$ cat src/gpio_bank_pkg.sv
// constants for the general-purpose pin bank register map and fields
`default_nettype none
package gpio_bank_pkg;
   // register byte addresses
   localparam logic [11:0] BIDIR_REG_ADDR     = 12'h300;
   localparam logic [11:0] DEDICATED_REG_ADDR = 12'h304;
   localparam int          ADDR_W             = 12;
   // bidirectional group: three pins
   localparam int          BIDIR_N            = 3;
   localparam int          BIDIR_OUT_CLR_LSB  = 0;
   localparam int          BIDIR_OUT_SET_LSB  = 3;
   localparam int          BIDIR_EN_CLR_LSB   = 6;
   localparam int          BIDIR_EN_SET_LSB   = 9;
   localparam int          BIDIR_IN_LSB       = 12;
   // dedicated group: four outputs, four inputs
   localparam int          DED_N              = 4;
   localparam int          DED_OUT_CLR_LSB    = 0;
   localparam int          DED_OUT_SET_LSB    = 4;
   localparam int          DED_EN_CLR_LSB     = 8;
   localparam int          DED_EN_SET_LSB     = 12;
   localparam int          DED_IN_LSB         = 16;
   // reset values
   localparam logic [31:0] REG_RESET          = 32'h0000_0000;
   // axi responses
   localparam logic [1:0]  RESP_OKAY          = 2'h0;
   localparam logic [1:0]  RESP_SLVERR        = 2'h2;
endpackage
`default_nettype wire

$ cat src/pin_sync.sv
// two-flop synchroniser for a bus of pin levels
`default_nettype none
module pin_sync #(
   parameter int W = 1
) (
   input  wire logic         core_clk_i,
   input  wire logic         resetn_i,
   input  wire logic [W-1:0] async_i,
   output logic      [W-1:0] sync_o
);
   logic [W-1:0] meta_reg;   // first stage, read only by second stage

   // two stages, reset to zero
   always_ff @(posedge core_clk_i or negedge resetn_i)
   begin
      if (!resetn_i)
      begin
         meta_reg <= '0;
         sync_o   <= '0;
      end
      else
      begin
         meta_reg <= async_i;
         sync_o   <= meta_reg;
      end
   end
endmodule
`default_nettype wire

$ cat src/gpio_bank.sv
// general-purpose pin bank with axi4-lite register access
`default_nettype none
// What this block does
// - write one clears bidir output latch
// - write one sets bidir output latch
// - write one clears bidir pin enable
// - write one sets bidir pin enable
// - write one clears dedicated output latch
// - write one sets dedicated output latch
// - write one clears dedicated output enable
// - write one sets dedicated output enable
// - input fields read pin levels, ignore writes
module gpio_bank #(
   parameter int BIDIR_N = gpio_bank_pkg::BIDIR_N,
   parameter int DED_N   = gpio_bank_pkg::DED_N
) (
   input  wire logic               core_clk_i,
   input  wire logic               resetn_i,
   // axi4-lite write address
   input  wire logic [31:0]        s_axi_awaddr,
   input  wire logic               s_axi_awvalid,
   output logic                    s_axi_awready,
   // axi4-lite write data
   input  wire logic [31:0]        s_axi_wdata,
   input  wire logic [3:0]         s_axi_wstrb,
   input  wire logic               s_axi_wvalid,
   output logic                    s_axi_wready,
   // axi4-lite write response
   output logic [1:0]              s_axi_bresp,
   output logic                    s_axi_bvalid,
   input  wire logic               s_axi_bready,
   // axi4-lite read address
   input  wire logic [31:0]        s_axi_araddr,
   input  wire logic               s_axi_arvalid,
   output logic                    s_axi_arready,
   // axi4-lite read data
   output logic [31:0]             s_axi_rdata,
   output logic [1:0]              s_axi_rresp,
   output logic                    s_axi_rvalid,
   input  wire logic               s_axi_rready,
   // bidirectional pins 6:4
   input  wire logic [BIDIR_N-1:0] bidir_pin_i,
   output logic      [BIDIR_N-1:0] bidir_pin_o,
   output logic      [BIDIR_N-1:0] bidir_pin_oe_o,
   // dedicated pins
   output logic      [DED_N-1:0]   dedicated_output_pin_o,
   output logic      [DED_N-1:0]   dedicated_output_pin_oe_o,
   input  wire logic [DED_N-1:0]   dedicated_input_pin_i
);
   // write channel state
   typedef enum logic [1:0] {W_IDLE, W_RESP} wr_state_t;

   wr_state_t          wr_state_reg;     // write sequencer
   logic               aw_held_reg;      // address captured
   logic               w_held_reg;       // data captured
   logic [31:0]        awaddr_reg;       // captured write address
   logic [31:0]        wdata_reg;        // captured write data
   logic [3:0]         wstrb_reg;        // captured strobes
   logic               wr_fire;          // both halves present
   logic [31:0]        wr_addr_eff;      // address used this cycle
   logic [31:0]        wr_data_eff;      // data used this cycle
   logic [3:0]         wr_strb_eff;      // strobes used this cycle
   logic [31:0]        wr_mask;          // per-bit write mask from strobes
   logic               wr_bidir;         // write hits bidir register
   logic               wr_ded;           // write hits dedicated register
   logic [31:0]        wbits;            // masked write ones

   logic [BIDIR_N-1:0] bidir_out_reg;    // bidir output latches
   logic [BIDIR_N-1:0] bidir_en_reg;     // bidir driver enables
   logic [DED_N-1:0]   ded_out_reg;      // dedicated output latches
   logic [DED_N-1:0]   ded_en_reg;       // dedicated driver enables
   logic [BIDIR_N-1:0] bidir_in_sync;    // synchronised bidir levels
   logic [DED_N-1:0]   ded_in_sync;      // synchronised input levels

   // word decode shared by read and write paths
   function automatic logic [1:0] decode(input logic [31:0] addr);
      logic [1:0] hit;
      hit = 2'h0;
      if (addr[gpio_bank_pkg::ADDR_W-1:2] == gpio_bank_pkg::BIDIR_REG_ADDR[11:2]
          && addr[31:gpio_bank_pkg::ADDR_W] == '0)
      begin
         hit = 2'h1;
      end
      else if (addr[gpio_bank_pkg::ADDR_W-1:2] == gpio_bank_pkg::DEDICATED_REG_ADDR[11:2]
               && addr[31:gpio_bank_pkg::ADDR_W] == '0)
      begin
         hit = 2'h2;
      end
      return hit;
   endfunction

   // input pins cross into the core clock domain
   pin_sync #(.W(BIDIR_N)) u_bidir_sync (
      .core_clk_i (core_clk_i),
      .resetn_i   (resetn_i),
      .async_i    (bidir_pin_i),
      .sync_o     (bidir_in_sync)
   );

   pin_sync #(.W(DED_N)) u_ded_sync (
      .core_clk_i (core_clk_i),
      .resetn_i   (resetn_i),
      .async_i    (dedicated_input_pin_i),
      .sync_o     (ded_in_sync)
   );

   // ready while the half is not yet held and no response pending
   assign s_axi_awready = !aw_held_reg && (wr_state_reg == W_IDLE);
   assign s_axi_wready  = !w_held_reg && (wr_state_reg == W_IDLE);

   // effective halves: either held or arriving now
   assign wr_addr_eff = aw_held_reg ? awaddr_reg : s_axi_awaddr;
   assign wr_data_eff = w_held_reg ? wdata_reg : s_axi_wdata;
   assign wr_strb_eff = w_held_reg ? wstrb_reg : s_axi_wstrb;
   assign wr_fire = (wr_state_reg == W_IDLE)
                    && (aw_held_reg || s_axi_awvalid)
                    && (w_held_reg || s_axi_wvalid);

   // strobe expansion and decode
   always_comb
   begin
      for (int i = 0; i < 4; i++)
      begin
         wr_mask[i*8 +: 8] = {8{wr_strb_eff[i]}};
      end
      wbits    = wr_data_eff & wr_mask;
      wr_bidir = wr_fire && (decode(wr_addr_eff) == 2'h1);
      wr_ded   = wr_fire && (decode(wr_addr_eff) == 2'h2);
   end

   // capture address and data halves in either order
   always_ff @(posedge core_clk_i or negedge resetn_i)
   begin
      if (!resetn_i)
      begin
         aw_held_reg <= 1'b0;
         w_held_reg  <= 1'b0;
         awaddr_reg  <= '0;
         wdata_reg   <= '0;
         wstrb_reg   <= '0;
      end
      else if (wr_fire)
      begin
         aw_held_reg <= 1'b0;
         w_held_reg  <= 1'b0;
      end
      else
      begin
         // address alone
         if (s_axi_awvalid && s_axi_awready)
         begin
            aw_held_reg <= 1'b1;
            awaddr_reg  <= s_axi_awaddr;
         end
         // data alone
         if (s_axi_wvalid && s_axi_wready)
         begin
            w_held_reg <= 1'b1;
            wdata_reg  <= s_axi_wdata;
            wstrb_reg  <= s_axi_wstrb;
         end
      end
   end

   // write response sequencer
   always_ff @(posedge core_clk_i or negedge resetn_i)
   begin
      if (!resetn_i)
      begin
         wr_state_reg <= W_IDLE;
         s_axi_bvalid <= 1'b0;
         s_axi_bresp  <= gpio_bank_pkg::RESP_OKAY;
      end
      else
      begin
         case (wr_state_reg)
            W_IDLE:
            begin
               if (wr_fire)
               begin
                  wr_state_reg <= W_RESP;
                  s_axi_bvalid <= 1'b1;
                  // unmapped address answers slverr
                  s_axi_bresp  <= (wr_bidir || wr_ded) ? gpio_bank_pkg::RESP_OKAY
                                                       : gpio_bank_pkg::RESP_SLVERR;
               end
            end
            W_RESP:
            begin
               if (s_axi_bready)
               begin
                  wr_state_reg <= W_IDLE;
                  s_axi_bvalid <= 1'b0;
               end
            end
            default:
            begin
               wr_state_reg <= W_IDLE;
            end
         endcase
      end
   end

   // bidir latches and enables; set applied after clear so set wins
   always_ff @(posedge core_clk_i or negedge resetn_i)
   begin
      if (!resetn_i)
      begin
         bidir_out_reg <= '0;
         bidir_en_reg  <= '0;
      end
      else if (wr_bidir)
      begin
         bidir_out_reg <= (bidir_out_reg
                           & ~wbits[gpio_bank_pkg::BIDIR_OUT_CLR_LSB +: BIDIR_N])
                          | wbits[gpio_bank_pkg::BIDIR_OUT_SET_LSB +: BIDIR_N];
         bidir_en_reg  <= (bidir_en_reg
                           & ~wbits[gpio_bank_pkg::BIDIR_EN_CLR_LSB +: BIDIR_N])
                          | wbits[gpio_bank_pkg::BIDIR_EN_SET_LSB +: BIDIR_N];
      end
   end

   // dedicated latches and enables; set applied after clear
   always_ff @(posedge core_clk_i or negedge resetn_i)
   begin
      if (!resetn_i)
      begin
         ded_out_reg <= '0;
         ded_en_reg  <= '0;
      end
      else if (wr_ded)
      begin
         ded_out_reg <= (ded_out_reg
                         & ~wbits[gpio_bank_pkg::DED_OUT_CLR_LSB +: DED_N])
                        | wbits[gpio_bank_pkg::DED_OUT_SET_LSB +: DED_N];
         ded_en_reg  <= (ded_en_reg
                         & ~wbits[gpio_bank_pkg::DED_EN_CLR_LSB +: DED_N])
                        | wbits[gpio_bank_pkg::DED_EN_SET_LSB +: DED_N];
      end
   end

   // pins: value forced low while not enabled; oe low leaves the pin undriven
   assign bidir_pin_o               = bidir_out_reg & bidir_en_reg;
   assign bidir_pin_oe_o            = bidir_en_reg;
   assign dedicated_output_pin_o    = ded_out_reg & ded_en_reg;
   assign dedicated_output_pin_oe_o = ded_en_reg;

   // read channel: one read in flight, answer one cycle after address
   assign s_axi_arready = !s_axi_rvalid;

   always_ff @(posedge core_clk_i or negedge resetn_i)
   begin
      if (!resetn_i)
      begin
         s_axi_rvalid <= 1'b0;
         s_axi_rdata  <= gpio_bank_pkg::REG_RESET;
         s_axi_rresp  <= gpio_bank_pkg::RESP_OKAY;
      end
      else if (s_axi_arvalid && s_axi_arready)
      begin
         s_axi_rvalid <= 1'b1;
         s_axi_rresp  <= gpio_bank_pkg::RESP_OKAY;
         s_axi_rdata  <= '0;
         if (decode(s_axi_araddr) == 2'h1)
         begin
            // both set and clear fields show latch state
            s_axi_rdata[gpio_bank_pkg::BIDIR_OUT_CLR_LSB +: BIDIR_N] <= bidir_out_reg;
            s_axi_rdata[gpio_bank_pkg::BIDIR_OUT_SET_LSB +: BIDIR_N] <= bidir_out_reg;
            s_axi_rdata[gpio_bank_pkg::BIDIR_EN_CLR_LSB +: BIDIR_N]  <= bidir_en_reg;
            s_axi_rdata[gpio_bank_pkg::BIDIR_EN_SET_LSB +: BIDIR_N]  <= bidir_en_reg;
            s_axi_rdata[gpio_bank_pkg::BIDIR_IN_LSB +: BIDIR_N]      <= bidir_in_sync;
         end
         else if (decode(s_axi_araddr) == 2'h2)
         begin
            s_axi_rdata[gpio_bank_pkg::DED_OUT_CLR_LSB +: DED_N] <= ded_out_reg;
            s_axi_rdata[gpio_bank_pkg::DED_OUT_SET_LSB +: DED_N] <= ded_out_reg;
            s_axi_rdata[gpio_bank_pkg::DED_EN_CLR_LSB +: DED_N]  <= ded_en_reg;
            s_axi_rdata[gpio_bank_pkg::DED_EN_SET_LSB +: DED_N]  <= ded_en_reg;
            s_axi_rdata[gpio_bank_pkg::DED_IN_LSB +: DED_N]      <= ded_in_sync;
         end
         else
         begin
            // unmapped
            s_axi_rresp <= gpio_bank_pkg::RESP_SLVERR;
         end
      end
      else if (s_axi_rready)
      begin
         s_axi_rvalid <= 1'b0;
      end
   end

   // checks on the register behaviour
   bidir_clr_a: assert property (@(posedge core_clk_i) disable iff (!resetn_i)
      wr_bidir && wbits[0] && !wbits[3] |=> !bidir_out_reg[0])
      else $error("bidir clear did not drop latch");
   bidir_set_a: assert property (@(posedge core_clk_i) disable iff (!resetn_i)
      wr_bidir && wbits[3] |=> bidir_out_reg[0])
      else $error("bidir set did not raise latch");
   bidir_en_clr_a: assert property (@(posedge core_clk_i) disable iff (!resetn_i)
      wr_bidir && wbits[6] && !wbits[9] |=> !bidir_pin_oe_o[0])
      else $error("bidir enable clear failed");
   bidir_en_set_a: assert property (@(posedge core_clk_i) disable iff (!resetn_i)
      wr_bidir && wbits[11] |=> bidir_pin_oe_o[2])
      else $error("bidir enable set failed");
   ded_clr_a: assert property (@(posedge core_clk_i) disable iff (!resetn_i)
      wr_ded && wbits[1] && !wbits[5] |=> !ded_out_reg[1])
      else $error("dedicated clear failed");
   ded_set_a: assert property (@(posedge core_clk_i) disable iff (!resetn_i)
      wr_ded && wbits[7] |=> ded_out_reg[3])
      else $error("dedicated set failed");
   ded_en_clr_a: assert property (@(posedge core_clk_i) disable iff (!resetn_i)
      wr_ded && wbits[8] && !wbits[12] |=> !dedicated_output_pin_oe_o[0])
      else $error("dedicated enable clear failed");
   ded_en_set_a: assert property (@(posedge core_clk_i) disable iff (!resetn_i)
      wr_ded && wbits[15] |=> dedicated_output_pin_oe_o[3])
      else $error("dedicated enable set failed");
   ded_in_read_a: assert property (@(posedge core_clk_i) disable iff (!resetn_i)
      s_axi_arvalid && s_axi_arready && decode(s_axi_araddr) == 2'h2
      |=> s_axi_rdata[gpio_bank_pkg::DED_IN_LSB +: DED_N] == $past(ded_in_sync))
      else $error("dedicated input field not read back");
   pin_idle_a: assert property (@(posedge core_clk_i) disable iff (!resetn_i)
      !dedicated_output_pin_oe_o[0] |-> !dedicated_output_pin_o[0])
      else $error("disabled pin shows drive value");
   no_write_hold_a: assert property (@(posedge core_clk_i) disable iff (!resetn_i)
      !wr_bidir |=> bidir_out_reg == $past(bidir_out_reg))
      else $error("bidir latch changed without write");
   rd_answer_a: assert property (@(posedge core_clk_i) disable iff (!resetn_i)
      s_axi_arvalid && s_axi_arready |=> s_axi_rvalid)
      else $error("read answer late");

   bidir_wr_c: cover property (@(posedge core_clk_i) disable iff (!resetn_i) wr_bidir);
   ded_wr_c: cover property (@(posedge core_clk_i) disable iff (!resetn_i) wr_ded);
   pin_drive_c: cover property (@(posedge core_clk_i) disable iff (!resetn_i)
      bidir_pin_oe_o[1] && bidir_pin_o[1]);
   bad_rd_c: cover property (@(posedge core_clk_i) disable iff (!resetn_i)
      s_axi_rvalid && s_axi_rresp == gpio_bank_pkg::RESP_SLVERR);
   part_wr_c: cover property (@(posedge core_clk_i) disable iff (!resetn_i)
      wr_fire && wr_strb_eff != 4'hf);
endmodule
`default_nettype wire

$ cat config.mk
export PLATFORM = sky130hd
export DESIGN_NAME = gpio_bank
export DESIGN_NICKNAME = d
export VERILOG_FILES = /design/src/gpio_bank_pkg.sv /design/src/pin_sync.sv /design/src/gpio_bank.sv
export SDC_FILE = /design/constraint.sdc
export NUM_CORES = 1
export LEC_CHECK = 0
export BUFFER_PORTS_ARGS = -buffer_cell sky130_fd_sc_hd__buf_4
export CAP_MARGIN = 10
export CORE_ASPECT_RATIO = 1.75
export CORE_MARGIN = 1.5
export CORE_UTILIZATION = 25
export CTS_BUF_LIST = sky130_fd_sc_hd__clkbuf_4 sky130_fd_sc_hd__clkbuf_8 sky130_fd_sc_hd__clkbuf_16
export CTS_CLUSTER_SIZE = 30
export DETAILED_ROUTE_END_ITERATION = 10
export REMOVE_ABC_BUFFERS = 1
export SLEW_MARGIN = 30
export SYNTH_ARGS = -nofsm -noshare
export SYNTH_HDL_FRONTEND = slang
export SYNTH_SLANG_ARGS = --single-unit
$ cat constraint.sdc
create_clock -name core_clk_i -period 1.9 [get_ports core_clk_i]
set_input_delay 0.57 -clock core_clk_i [delete_from_list [all_inputs] [get_ports core_clk_i]]
set_output_delay 0.57 -clock core_clk_i [all_outputs]
set_load 0.02 [all_outputs]
== Word level (Yosys, flattened, before mapping) ==
Index checks and enable logic that the tools add are counted.

* Bits in registers: 108
* Input bits: 114
* Word-level logic and storage cells: 105

* Equality and inequality tests: 11
* Multiplexer cells: 28
* Bitwise operators: 16
* Reductions and logical operators: 31

{| class="wikitable"
|+ Operators with widths
! operator !! number
|-
| $eq 10x8->1 const B || 4
|-
| $logic_not 20->1 || 2
|-
| $mux 32 || 1
|-
| $mux 2 || 13
|-
| $mux 20 || 1
|-
| $and 16x16->16 || 1
|-
| $mux 16 || 1
|-
| $mux 15 || 1
|-
| $logic_and 1x1->1 || 13
|-
| $and 4x4->4 || 3
|-
| $and 3x3->3 || 3
|-
| $mux 1 || 8
|-
| $not 4->4 || 2
|-
| $or 4x4->4 || 2
|-
| $reduce_and 2->1 || 4
|-
| $reduce_bool 2->1 || 4
|-
| $eq 2x1->1 const B || 3
|-
| $not 3->3 || 2
|-
| $or 3x3->3 || 2
|-
| $mux 5 || 1
|-
| $eq 2x2->1 const B || 2
|-
| $ne 2x2->1 const B || 2
|-
| $pmux 2 s2 || 1
|-
| $logic_not 1->1 || 3
|-
| other kinds (5) || 7
|}

== Depth between registers and ports, before layout ==
Gate-level depths: netlist (run 1).

* Depth in word-level cells: 11
* Gate-level depth with buffers: 7
* Mapped depth without buffers: 5

== By module ==
From an unflattened synthesis (run 1), not the netlist that was laid out.

* Cells, all modules: 410
* Area total of the unflattened synthesis: 4650.7 um2

{| class="wikitable"
|+ By module, submodules not included
! module !! instances !! cells an instance !! area each (um2) !! sequential area each (um2)
|-
| gpio_bank || 1 || 396 || 4300.4 || 2202.1
|-
| pin_sync at u_ded_sync || 1 || 8 || 200.2 || 200.2
|-
| pin_sync at u_bidir_sync || 1 || 6 || 150.1 || 150.1
|}

== Worst setup path after synthesis (run 1) ==
No wires, ideal clock.

* Path kind: input port to flip-flop
* Start: input s_axi_awaddr[13]
* End: register bidir_out_reg[2]
* Library setup time: 0.121 ns
* Arrival: 1.913 ns
* Data required time: 1.779 ns
* Slack: -0.134 ns
* Cell stages on the path: 5
* Path buffers: 1
* Cells stage by stage: or4_1 nor4_2 buf_2 o2111ai_1 a22o_1

* Cells in the longest elaborated chain, start to end: 7

{| class="wikitable"
|+ RTL lines
! item !! RTL line !! text
|-
| start, declared || gpio_bank.sv:20 || <nowiki>input wire logic [31:0] s_axi_awaddr,</nowiki>
|-
| $mux 32 (*) || gpio_bank.sv:112 || <nowiki>assign wr_addr_eff = aw_held_reg ? awaddr_reg : s_axi_awaddr;</nowiki>
|-
| $logic_not 20->1 (*) || gpio_bank.sv:80, gpio_bank.sv:85 ||
|-
| $logic_and 1x1->1 || gpio_bank.sv:85 || <nowiki>&& addr[31:gpio_bank_pkg::ADDR_W] == '0)</nowiki>
|-
| $mux 2 || gpio_bank.sv:84 || <nowiki>else if (addr[gpio_bank_pkg::ADDR_W-1:2] == gpio_bank_pkg::DEDICATED_REG_ADDR[11:2]</nowiki>
|-
| $mux 2 (*) || gpio_bank.sv:79 || <nowiki>if (addr[gpio_bank_pkg::ADDR_W-1:2] == gpio_bank_pkg::BIDIR_REG_ADDR[11:2]</nowiki>
|-
| $eq 2x1->1 (*) || gpio_bank.sv:127 || <nowiki>wr_bidir = wr_fire && (decode(wr_addr_eff) == 2'h1);</nowiki>
|-
| $logic_and 1x1->1 (*) || gpio_bank.sv:127 ||
|-
| end signal, assigned || gpio_bank.sv:214 || <nowiki>bidir_out_reg <= (bidir_out_reg</nowiki>
|-
| end, declared || gpio_bank.sv:68 || <nowiki>logic [BIDIR_N-1:0] bidir_out_reg;</nowiki>
|}

Mark *: on every way between the ends. The rest lies on a longest branch, timed or not.
A chain may end at the register's enable or synchronous reset.

== Worst setup path after layout (run 1) ==
* Start: input s_axi_awaddr[13]
* End: register bidir_out_reg[1]

The elaborated chain is that of the path after synthesis.

==> summary.md, run 1 <==
| Metric | Value |
|---|---|
| Setup Viol. Count Final | `2` |
| Port bufs | `between 100 and 150` |
| Worst-skew pair later-pin latency | `0.35 ns` |
| CP Launch Type | `input port` |
| Via count | `3593` |
| Crit path DAT | `2.15 ns` |
| GRT met3 Usage | `0.0299` |
| Unrepaired setup endpoints after global routing | `true` |
| Routed len/inst | `around 16 um` |
| Grt total ovfl | `0` |
| Area leader, netlist | `dfrtp_1` |
| Slew Viols, Final | `0` |
| CTS Buf Count | `9` |
| First-pass GRT wire length | `between 15000 and 20000 um` |
| GR peak layer | `met2` |
| Post-Syn Area per Cell | `12.3 sq um` |
| Finished Cell Area | `between 6000 and 7000 sq um` |
| Die area | `between 15000 and 20000 sq um` |
| Clock Path Buffers | `2` |
| Largest net degree at the start of global routing | `53` |
| CTS tree | `yes` |
| Final WS setup | `-0.0121 ns` |
| Pre-CTS setup slack | `-0.395 ns` |
| Synth-to-layout area growth | `39.4%` |
| CTS root buf | `clkbuf_16` |
| Setup Skew | `0.0124 ns` |
| Pleak | `3.04 nW` |
| Min-Delay Path Class | `in -> async` |
| Hold Vio Cnt, Final | `0` |
| Die Wd | `106 um` |
| Die Y | `about 180 um` |
| Met2 GRT Util | `0.261` |
| Achievable frequency | `523 MHz` |
| Crit Path Max Fanout | `10` |
| DRC | `0` |
| Max-cap violation count | `0` |
| Critical Path RT | `about 2.1 ns` |
| Synth top area share | `0.550` |
| Top cells by count, synth | `dfrtp_1 (102), mux2_1 (46), a22o_1 (22), nand2_1 (19), nor2_1 (18)` |
| Post-Layout Cell Count | `767` |
| # fillers | `between 1.5k and 2k` |
| Rows | `65` |
| Top FF cell, synth | `dfrtp_1` |
| Violated checks | `setup timing` |
| Routability Congestion | `0.759` |
| Post-route core utilization | `0.357` |
| Most common cell in the netlist | `dfrtp_1` |
| Number of global-route vias before repair | `3805` |
| Max FFs per register | `30` |
| Hpwl dp | `9870 um` |
| Register area | `2550 sq um` |
| Post-synth ARST share | `1.00` |
| Placed cell count | `746` |
| Status | `complete, but fails checks` |
| Pwr/cell area | `~1000 nW/um^2` |
| #FFs+latches synth | `between 100 and 150` |
| Drt total wl | `12600 um` |
| Top Ports | `169` |
| CP Capture Type | `register` |
| Cell variety after synth | `47` |
| Syn Std Cell Area | `4640 sq um` |
| Cells after Synth | `377` |
| Antenna viol nets, final | `0` |
| Total Power | `6.50 mW` |
| Layout cells sized above 1 | `0.392` |
| Hold_buf cts | `0` |
| Placed Area | `6030 sq um` |
| DR pass1 iterations | `4` |
| DRT iter0 DRCs | `120` |
| Multi-input gate area | `2000 sq um` |
| Placeable Area | `18100 sq um` |
| Fin crit share | `1.01` |
| Antenna violations before repair | `0` |
| Synth warnings | `0` |
| Post-synthesis sequential area ratio | `0.550` |
| Initial Util | `0.256` |
| VDD IR max | `around 540 uV` |
| GRT Overall Usage | `0.130` |
| Worst-path clk slew | `0.08 ns` |
| Post-synth EDFFs | `0` |
| Clock sink count | `approximately 100` |
| Final Critical Period | `around 1.9 ns` |
| H-tree Lvls | `3` |
| # diodes | `0` |
| Routing usage on met1 | `0.132` |
| Synth area leaders | `dfrtp_1 (55%), mux2_1 (11%), a22o_1 (4.2%)` |
| Vias per cell | `4.68` |
| Critical path class | `in -> reg` |
| NumNets Final | `642` |
## cell families after synthesis
| kind of cell | share of synthesized area |
|---|---|
| flip-flops | 0.550 |
| AND/OR/NAND/NOR | 0.114 |
| AO/OA/AOI/OAI | 0.146 |
| multiplexers | 0.140 |
| buffers and inverters | 0.0493 |
| other | 0.000808 |
## metrics by stage
step | setup TNS, ns | hold WS [ns]
5_1_grt | -1.36 | 0.166
2_1_floorplan | -40.59 | 0.274
4_1_cts | 0 | 0.157
6_report | -0.0130 | 0.145
3_5_place_dp | -11.39 | 0.338
3_3_place_gp | -10.74 | 0.335
## final cells by class
cell class / instances / share of cell area
clock buffer: 10 / 0.0369
clock inverter: 6 / 0.00754
timing repair buffer: 161 / 0.204
inverter: 6 / 0.00348
multi-input combinational: 248 / 0.308
sequential: 102 / 0.395
tap: 234 / 0.0452
## per-layer routing
metal,share of wire,routed length [um]
met1,0.36,4570
met4,0.012,151
met3,0.053,670
met2,0.57,7240
met5,0,0
## path summary, 6_finish.rpt
kind                                                  start  slack [ns]  depth (start not counted)                               end
max                                        s_axi_awaddr[13]       -0.01                          7      bidir_out_reg[1]$_DFFE_PN0P_
min                                                resetn_i        0.15                          1  u_bidir_sync.sync_o[0]$_DFF_PN0_
max reg2reg                      awaddr_reg[12]$_DFFE_PN0P_           0                          5      bidir_out_reg[1]$_DFFE_PN0P_
min reg2reg                u_ded_sync.meta_reg[1]$_DFF_PN0_        0.36                          0    u_ded_sync.sync_o[1]$_DFF_PN0_
max in group asynchronous                          resetn_i        1.15                          2          wstrb_reg[0]$_DFFE_PN0P_
min in group core_clk_i            dedicated_input_pin_i[1]        0.33                          1  u_ded_sync.meta_reg[1]$_DFF_PN0_
## layout by cell type, fill, tap and decap left out, drive strengths merged, types with 2 or more instances in the layout
cell,count
a22o,22
or4,2
buf,160
and2,8
nor4,14
conb,14
nand3,4
nor4b,2
o21ai,20
clkinv,2
nor4bb,2
o2111a,3
nand4,3
o2111ai,15
a21oi,15
mux2i,12
nor3,5
a21o,3
nor2,19
dfrtp,102
clkbuf,11
inv,10
nand2,19
nor2b,7
mux2,47
## power breakdown
group          internal, mW  leakage, nW  switching (mW)  total, mW
Clock                 0.945        0.144           0.854       1.80
Combinational         0.824         1.61           0.779       1.60
Sequential             2.74         1.28           0.361       3.10
Total                  4.51         3.04            1.99       6.50
## worst max-delay path, stage by stage
cell and delay (ns):
buf_4 0.11, or4_4 0.54, nor4_4 0.24, buf_4 0.16
buf_12 0.12, o2111ai_1 0.15, a22o_1 0.25
## timing repair
item                       4_1_cts  5_1_grt
setup buffers                    0        3
gates resized for setup          4       17
pin swaps                        0       13
cloned                           0        2
setup endpoints to repair       15       22
(Power assumes the default switching activity.)
==> run 2: changes to the inputs <==
--- a/config.mk
+++ b/config.mk
@@ -7,12 +7,15 @@
 export LEC_CHECK = 0
 export BUFFER_PORTS_ARGS = -buffer_cell sky130_fd_sc_hd__buf_4
 export CAP_MARGIN = 10
+export CELL_PAD_IN_SITES_DETAIL_PLACEMENT = 2
+export CELL_PAD_IN_SITES_GLOBAL_PLACEMENT = 2
 export CORE_ASPECT_RATIO = 1.75
 export CORE_MARGIN = 1.5
 export CORE_UTILIZATION = 25
 export CTS_BUF_LIST = sky130_fd_sc_hd__clkbuf_4 sky130_fd_sc_hd__clkbuf_8 sky130_fd_sc_hd__clkbuf_16
 export CTS_CLUSTER_SIZE = 30
 export DETAILED_ROUTE_END_ITERATION = 10
+export PLACE_DENSITY_LB_ADDON = 0.1
 export REMOVE_ABC_BUFFERS = 1
 export SLEW_MARGIN = 30
 export SYNTH_ARGS = -nofsm -noshare
==> summary.md, run 2 (synthesis results as in run 1) <==
| Metric | Value |
|---|---|
| Status | `complete, but fails checks (unchanged)` |
| Violated checks | `setup timing (unchanged)` |
| CP Capture Type | `register (unchanged)` |
| Final Critical Period | `1.92 ns (was 1.91 ns)` |
| Routed len/inst | `18.0 um (was 16.5 um)` |
| Initial Util | `0.256 (unchanged)` |
| Clock sink count | `102 (unchanged)` |
| Setup Viol. Count Final | `6 (was 2)` |
| Reg2Reg Setup Slack | `-0.01 ns (was 0 ns)` |
| Clock Path Buffers | `2 (unchanged)` |
| Fin crit share | `1.01 (about the same)` |
| Critical path class | `in -> reg (unchanged)` |
| Top Ports | `169 (unchanged)` |
| GRT Overall Usage | `0.149 (was 0.130)` |
| DRC | `0 (unchanged)` |
| Achievable frequency | `520 MHz (was 523 MHz)` |
| Total Power | `6.82 mW (was 6.50 mW)` |
| Hold WS | `0.149 ns (was 0.145 ns)` |
| Commonest non-fill, non-tap cell in the layout | `buf_4 (unchanged)` |
| Setup Skew | `0.0102 ns (was 0.0124 ns)` |
| DR pass1 iterations | `4 (unchanged)` |
| Max-cap violation count | `0 (unchanged)` |
| Die area | `19400 sq um (unchanged)` |
| Crit path DAT | `2.17 ns (was 2.15 ns)` |
| NumNets Final | `640 (was 642)` |
| Vias per cell | `4.68 (about the same)` |
| Port bufs | `132 (unchanged)` |
| Placed Area | `6050 sq um (was 6030 sq um)` |
| Via count | `3581 (was 3593)` |
| CP Launch Type | `input port (unchanged)` |
| Hold_buf cts | `0 (unchanged)` |
| H-tree Lvls | `3 (unchanged)` |
| Worst-path clk slew | `0.08 ns (about the same)` |
| Pleak | `3.04 nW (about the same)` |
| CTS root buf | `clkbuf_16 (unchanged)` |
| Slew Viols, Final | `0 (unchanged)` |
| Largest net degree at the start of global routing | `36 (was 53)` |
| CTS Buf Count | `9 (unchanged)` |
| VDD IR max | `506 uV (was 536 uV)` |
| Grt total ovfl | `0 (unchanged)` |
| # diodes | `0 (unchanged)` |
| Die Wd | `106 um (unchanged)` |
| First-pass GRT wire length | `22200 um (was 19500 um)` |
| CTS tree | `yes (unchanged)` |
| Worst-skew pair later-pin latency | `0.36 ns (was 0.35 ns)` |
| Finished Cell Area | `6450 sq um (was 6470 sq um)` |
| Drt total wl | `13800 um (was 12600 um)` |
| Hold Vio Cnt, Final | `0 (unchanged)` |
| Synth-to-layout area growth | `39.0% (was 39.4%)` |
| Min-Delay Path Class | `in -> async (unchanged)` |
| Placeable Area | `18100 sq um (unchanged)` |
| Hpwl dp | `10700 um (was 9870 um)` |
| Antenna viol nets, final | `0 (unchanged)` |
| Commonest cells after routing, fill and taps aside | `buf_4 (149), dfrtp_1 (101), mux2_1 (46) (was buf_4 (148), dfrtp_1 (101), mux2_1 (46))` |
| DRT iter0 DRCs | `87 (was 120)` |
| Layout cells sized above 1 | `0.384 (was 0.392)` |
| Final WS setup | `-0.0235 ns (was -0.0121 ns)` |
| Number of global-route vias before repair | `4071 (was 3805)` |
| Routability Congestion | `0.720 (was 0.759)` |
| Pwr/cell area | `1060 nW/um^2 (was 1000 nW/um^2)` |
| Critical Path RT | `2.14 ns (about the same)` |
| Antenna violations before repair | `0 (unchanged)` |
| Die Y | `183 um (unchanged)` |
| Unrepaired setup endpoints after global routing | `true (unchanged)` |
| Crit Path Max Fanout | `20 (was 10)` |
| Rows | `65 (unchanged)` |
| Max FFs per register | `30 (unchanged)` |
run 2: cell count changes in the layout (fill, tap and decap cells not counted), moves of 2 or more:
cell / before / now
o21ai_1: 7 / 5
buf_6: 6 / 3
o2111ai_2: 4 / 0
inv_8: 0 / 2
clkinv_8: 0 / 2
o2111ai_1: 11 / 15
inv_6: 4 / 1
o21ai_2: 11 / 13
run 2: area by class of cell:
type | count | area [sq um]
flip-flops and latches | 102 | 2550
inverters | 6 | 22.5
well taps | 234 | 293
fillers | 1946 | 11700
clock buffers | 9 | 225
multi-input cells | 248 | 1970
clock inverters | 7 | 103
repair buffers | 159 | 1290
run 2: through the flow:
step | instances | setup slack (ns) | util | TNS [ns]
after CTS | 763 | -0.0317 | 0.353 | -0.155
after global routing | 765 | -0.137 | 0.356 | -1.34
after detailed placement | 747 | -0.435 | 0.333 | -12.35
final | 765 | -0.0235 | 0.356 | -0.0679
after floorplan | 356 | -0.814 | - | -40.59
after global placement | 747 | -0.429 | 0.333 | -11.84
run 2: worst max-delay path, cell delays in order:
cell	delay, ns
buf_4	0.11
or4_1	0.59
nor4_4	0.29
buf_12	0.20
o2111ai_1	0.14
a22o_1	0.25
run 2: worst paths after layout:
kind / startpoint / to / cells after the start
worst max-delay path: s_axi_awaddr[13] / bidir_out_reg[2]$_DFFE_PN0P_ / 6
worst min-delay path: resetn_i / u_bidir_sync.sync_o[0]$_DFF_PN0_ / 1
worst max register to register: awaddr_reg[13]$_DFFE_PN0P_ / bidir_pin_oe_o[2]$_DFFE_PN0P_ / 5
worst min register to register: u_ded_sync.meta_reg[1]$_DFF_PN0_ / u_ded_sync.sync_o[1]$_DFF_PN0_ / 0
max in group asynchronous: resetn_i / s_axi_rdata[6]$_DFFE_PN0P_ / 2
min in group core_clk_i: dedicated_input_pin_i[1] / u_ded_sync.meta_reg[1]$_DFF_PN0_ / 1
run 2: report_power, final:
| part | switching, mW | total (mW) | internal (mW) |
|---|---|---|---|
| Combinational | 0.847 | 1.72 | 0.870 |
| Clock | 0.946 | 2.02 | 1.07 |
| Sequential | 0.350 | 3.09 | 2.74 |
run 2: timing repair:
item | 4_1_cts | 5_1_grt
hold endpoints to repair | 0 | 0
buffers inserted | 0 | 2
gates resized for setup | 5 | 10
pin swaps | 0 | 5
endpoints found under the setup margin | 15 | 29
run 2: per-layer routing:
metal	wire, um	global-route usage	part of all wire
met4	226	0.0449	0.016
met1	5230	0.160	0.38
met5	0	0	0
met2	7600	0.283	0.55
met3	724	0.0345	0.053
==> run 3: changes to the inputs <==
--- a/config.mk
+++ b/config.mk
@@ -10,7 +10,7 @@
 export CELL_PAD_IN_SITES_DETAIL_PLACEMENT = 2
 export CELL_PAD_IN_SITES_GLOBAL_PLACEMENT = 2
 export CORE_ASPECT_RATIO = 1.75
-export CORE_MARGIN = 1.5
+export CORE_MARGIN = 4
 export CORE_UTILIZATION = 25
 export CTS_BUF_LIST = sky130_fd_sc_hd__clkbuf_4 sky130_fd_sc_hd__clkbuf_8 sky130_fd_sc_hd__clkbuf_16
 export CTS_CLUSTER_SIZE = 30
==> constraint.sdc (replaced) <==
create_clock -name core_clk_i -period 2.21 [get_ports core_clk_i]
set_input_delay 0.663 -clock core_clk_i [delete_from_list [all_inputs] [get_ports core_clk_i]]
set_output_delay 0.663 -clock core_clk_i [all_outputs]
set_load 0.02 [all_outputs]
==> summary.md, run 3 (synthesis results as in run 1) <==
| Metric | Value |
|---|---|
| Status | `complete, no violations (was complete, but fails checks)` |
| CTS resizes | `0 (was 5)` |
| Placeable Area | `18100 sq um (unchanged)` |
| Antenna viol nets, final | `0 (unchanged)` |
| Commonest non-fill, non-tap cell in the layout | `buf_4 (unchanged)` |
| Max-cap violation count | `0 (unchanged)` |
| Total Power | `5.58 mW (was 6.82 mW)` |
| Fin Setup TNS | `0 ns (was -0.0679 ns)` |
| CTS root buf | `clkbuf_16 (unchanged)` |
| Int Power | `3.82 mW (was 4.68 mW)` |
| Die Y | `188 um (was 183 um)` |
| Unrepaired setup endpoints after global routing | `false (was true)` |
| Via count | `3549 (was 3581)` |
| Pleak | `2.95 nW (was 3.04 nW)` |
| Slew Viols, Final | `0 (unchanged)` |
| DR pass1 iterations | `4 (unchanged)` |
| Tightest Pin Transition | `0.594 ns` |
| DRC | `0 (unchanged)` |
| Initial Util | `0.256 (unchanged)` |
| Port bufs | `132 (unchanged)` |
| # diodes | `0 (unchanged)` |
| Register area | `2550 sq um (about the same)` |
| Top Ports | `169 (unchanged)` |
| First-pass GRT wire length | `22800 um (was 22200 um)` |
| Routability Congestion | `0.784 (was 0.720)` |
| Switching Share | `0.316 (was 0.314)` |
| Crit Path Max Fanout | `12 (was 20)` |
| Hold Vio Cnt, Final | `0 (unchanged)` |
| Final Critical Period | `2.08 ns` |
| CP Capture Type | `output pin (was register)` |
| Hold_buf cts | `0 (unchanged)` |
| Pwr/cell area | `891 nW/um^2 (was 1060 nW/um^2)` |
| Placed cell count | `740 (was 747)` |
| CTS Buf Count | `9 (unchanged)` |
| Largest net degree at the start of global routing | `103 (was 36)` |
| Routed len/inst | `18.3 um (was 18.0 um)` |
| Rows | `65 (unchanged)` |
| Worst-path clk slew | `0.08 ns (about the same)` |
| Max FFs per register | `30 (unchanged)` |
| Antenna violations before repair | `0 (unchanged)` |
| DRT iter0 DRCs | `116 (was 87)` |
| Hpwl dp | `10700 um (about the same)` |
| H-tree Lvls | `3 (unchanged)` |
| Die Wd | `111 um (was 106 um)` |
| Worst-skew pair later-pin latency | `0.35 ns (was 0.36 ns)` |
| Clock share of power | `0.282 (was 0.296)` |
| Critical Path RT | `1.55 ns (was 2.14 ns)` |
| Achievable frequency | `between 400 and 500 MHz` |
| NumNets Final | `631 (was 640)` |
| Number of global-route vias before repair | `4099 (was 4071)` |
| Die area | `20900 sq um (was 19400 sq um)` |
| Clock Path Buffers | `2 (unchanged)` |
| Combinational share of power | `0.242 (was 0.252)` |
| Setup Skew | `0.00788 ns (was 0.0102 ns)` |
| # fillers | `1948 (was 1946)` |
| Post-CTS setup buffer count | `0 (unchanged)` |
| Reg power frac | `0.476 (was 0.452)` |
| Critical path class | `reg -> out (was in -> reg)` |
| Setup Viol. Count Final | `0 (was 6)` |
| Multi-input gate area | `1930 sq um (was 1970 sq um)` |
| Worst relative slew slack | `0.604` |
| VDD IR max | `461 uV (was 506 uV)` |
| Min-Delay Path Class | `in -> async (unchanged)` |
| CP Launch Type | `register (was input port)` |
| Crit path DAT | `1.42 ns (was 2.17 ns)` |
| Vias per cell | `4.69 (was 4.68)` |
| Synth-to-layout area growth | `34.8% (was 39.0%)` |
| Grt total ovfl | `0 (unchanged)` |
| Hold WS | `0.342 ns (was 0.149 ns)` |
| Layout cells sized above 1 | `0.354 (was 0.384)` |
| CTS tree | `yes (unchanged)` |
| Clock sink count | `102 (unchanged)` |
| Post-Layout Cell Count | `756 (was 765)` |
| Commonest cells after routing, fill and taps aside | `buf_4 (146), dfrtp_1 (102), mux2_1 (46) (was buf_4 (149), dfrtp_1 (101), mux2_1 (46))` |
| Drt total wl | `13800 um (about the same)` |
| Fin crit share | `0.941` |
| GRT Overall Usage | `0.136 (was 0.149)` |
| Switch Pwr | `1.76 mW (was 2.14 mW)` |
==> run 3: cell count changes in the layout (fill, tap and decap cells not counted), sizes merged <==
cell,before,now
inv,9,11
bufinv,1,0
clkinv,3,2
buf,159,150
==> run 3: power by group through the flow <==
stage | combinational, mW | sequential [mW] | clock, mW
2_1_floorplan | 0.794 | 2.63 | 0
3_3_place_gp | 1.33 | 2.66 | 0
3_5_place_dp | 1.39 | 2.71 | 0
4_1_cts | 1.39 | 2.67 | 1.65
5_1_grt | 1.52 | 2.73 | 1.73
6_report | 1.35 | 2.66 | 1.57
==> run 3: worst paths after layout <==
kind,end,from,cells after the start,slack [ns]
min,s_axi_rdata[17]$_DFFE_PN0P_,resetn_i,2,0.34
min in group core_clk_i,u_ded_sync.sync_o[3]$_DFF_PN0_,u_ded_sync.meta_reg[3]$_DFF_PN0_,0,0.35
max,s_axi_wready,w_held_reg$_DFFE_PN0P_,2,0.13
min reg2reg,u_ded_sync.sync_o[3]$_DFF_PN0_,u_ded_sync.meta_reg[3]$_DFF_PN0_,0,0.35
max reg2reg,bidir_out_reg[0]$_DFFE_PN0P_,awaddr_reg[16]$_DFFE_PN0P_,6,0.17
max in group asynchronous,wdata_reg[1]$_DFFE_PN0P_,resetn_i,2,1.39
==> run 3: routing by layer <==
metal  wire, um  up-vias  global-route usage
met1       5220     1786               0.148
met4        135        0              0.0413
met3        721        9              0.0334
met2       7760      110               0.258
li1           -     1644                   -
met5          0        -                   0
==> run 3: per-stage QoR <==
| step | worst slack, ns | utilization | area [sq um] |
|---|---|---|---|
| 2_1_floorplan | -0.597 | - | 4480 |
| 3_3_place_gp | -0.165 | 0.329 | 5970 |
| 3_5_place_dp | -0.175 | 0.329 | 5970 |
| 4_1_cts | 0.0734 | 0.345 | 6260 |
| 5_1_grt | 0.000241 | 0.345 | 6260 |
| 6_report | 0.130 | 0.345 | 6260 |
==> run 3: worst max-delay path, cell delays in order, from the launching register on <==
cell and delay [ns]:
dfrtp_1 0.57, nor2_1 0.30, buf_4 0.19
==> run 3: cell type report <==
type | count | share of cell area
clock buffers | 9 | 0.0360
clock inverters | 7 | 0.0100
inverters | 6 | 0.00360
multi-input cells | 248 | 0.308
flip-flops and latches | 102 | 0.408
well taps | 234 | 0.0468
repair buffers | 150 | 0.188
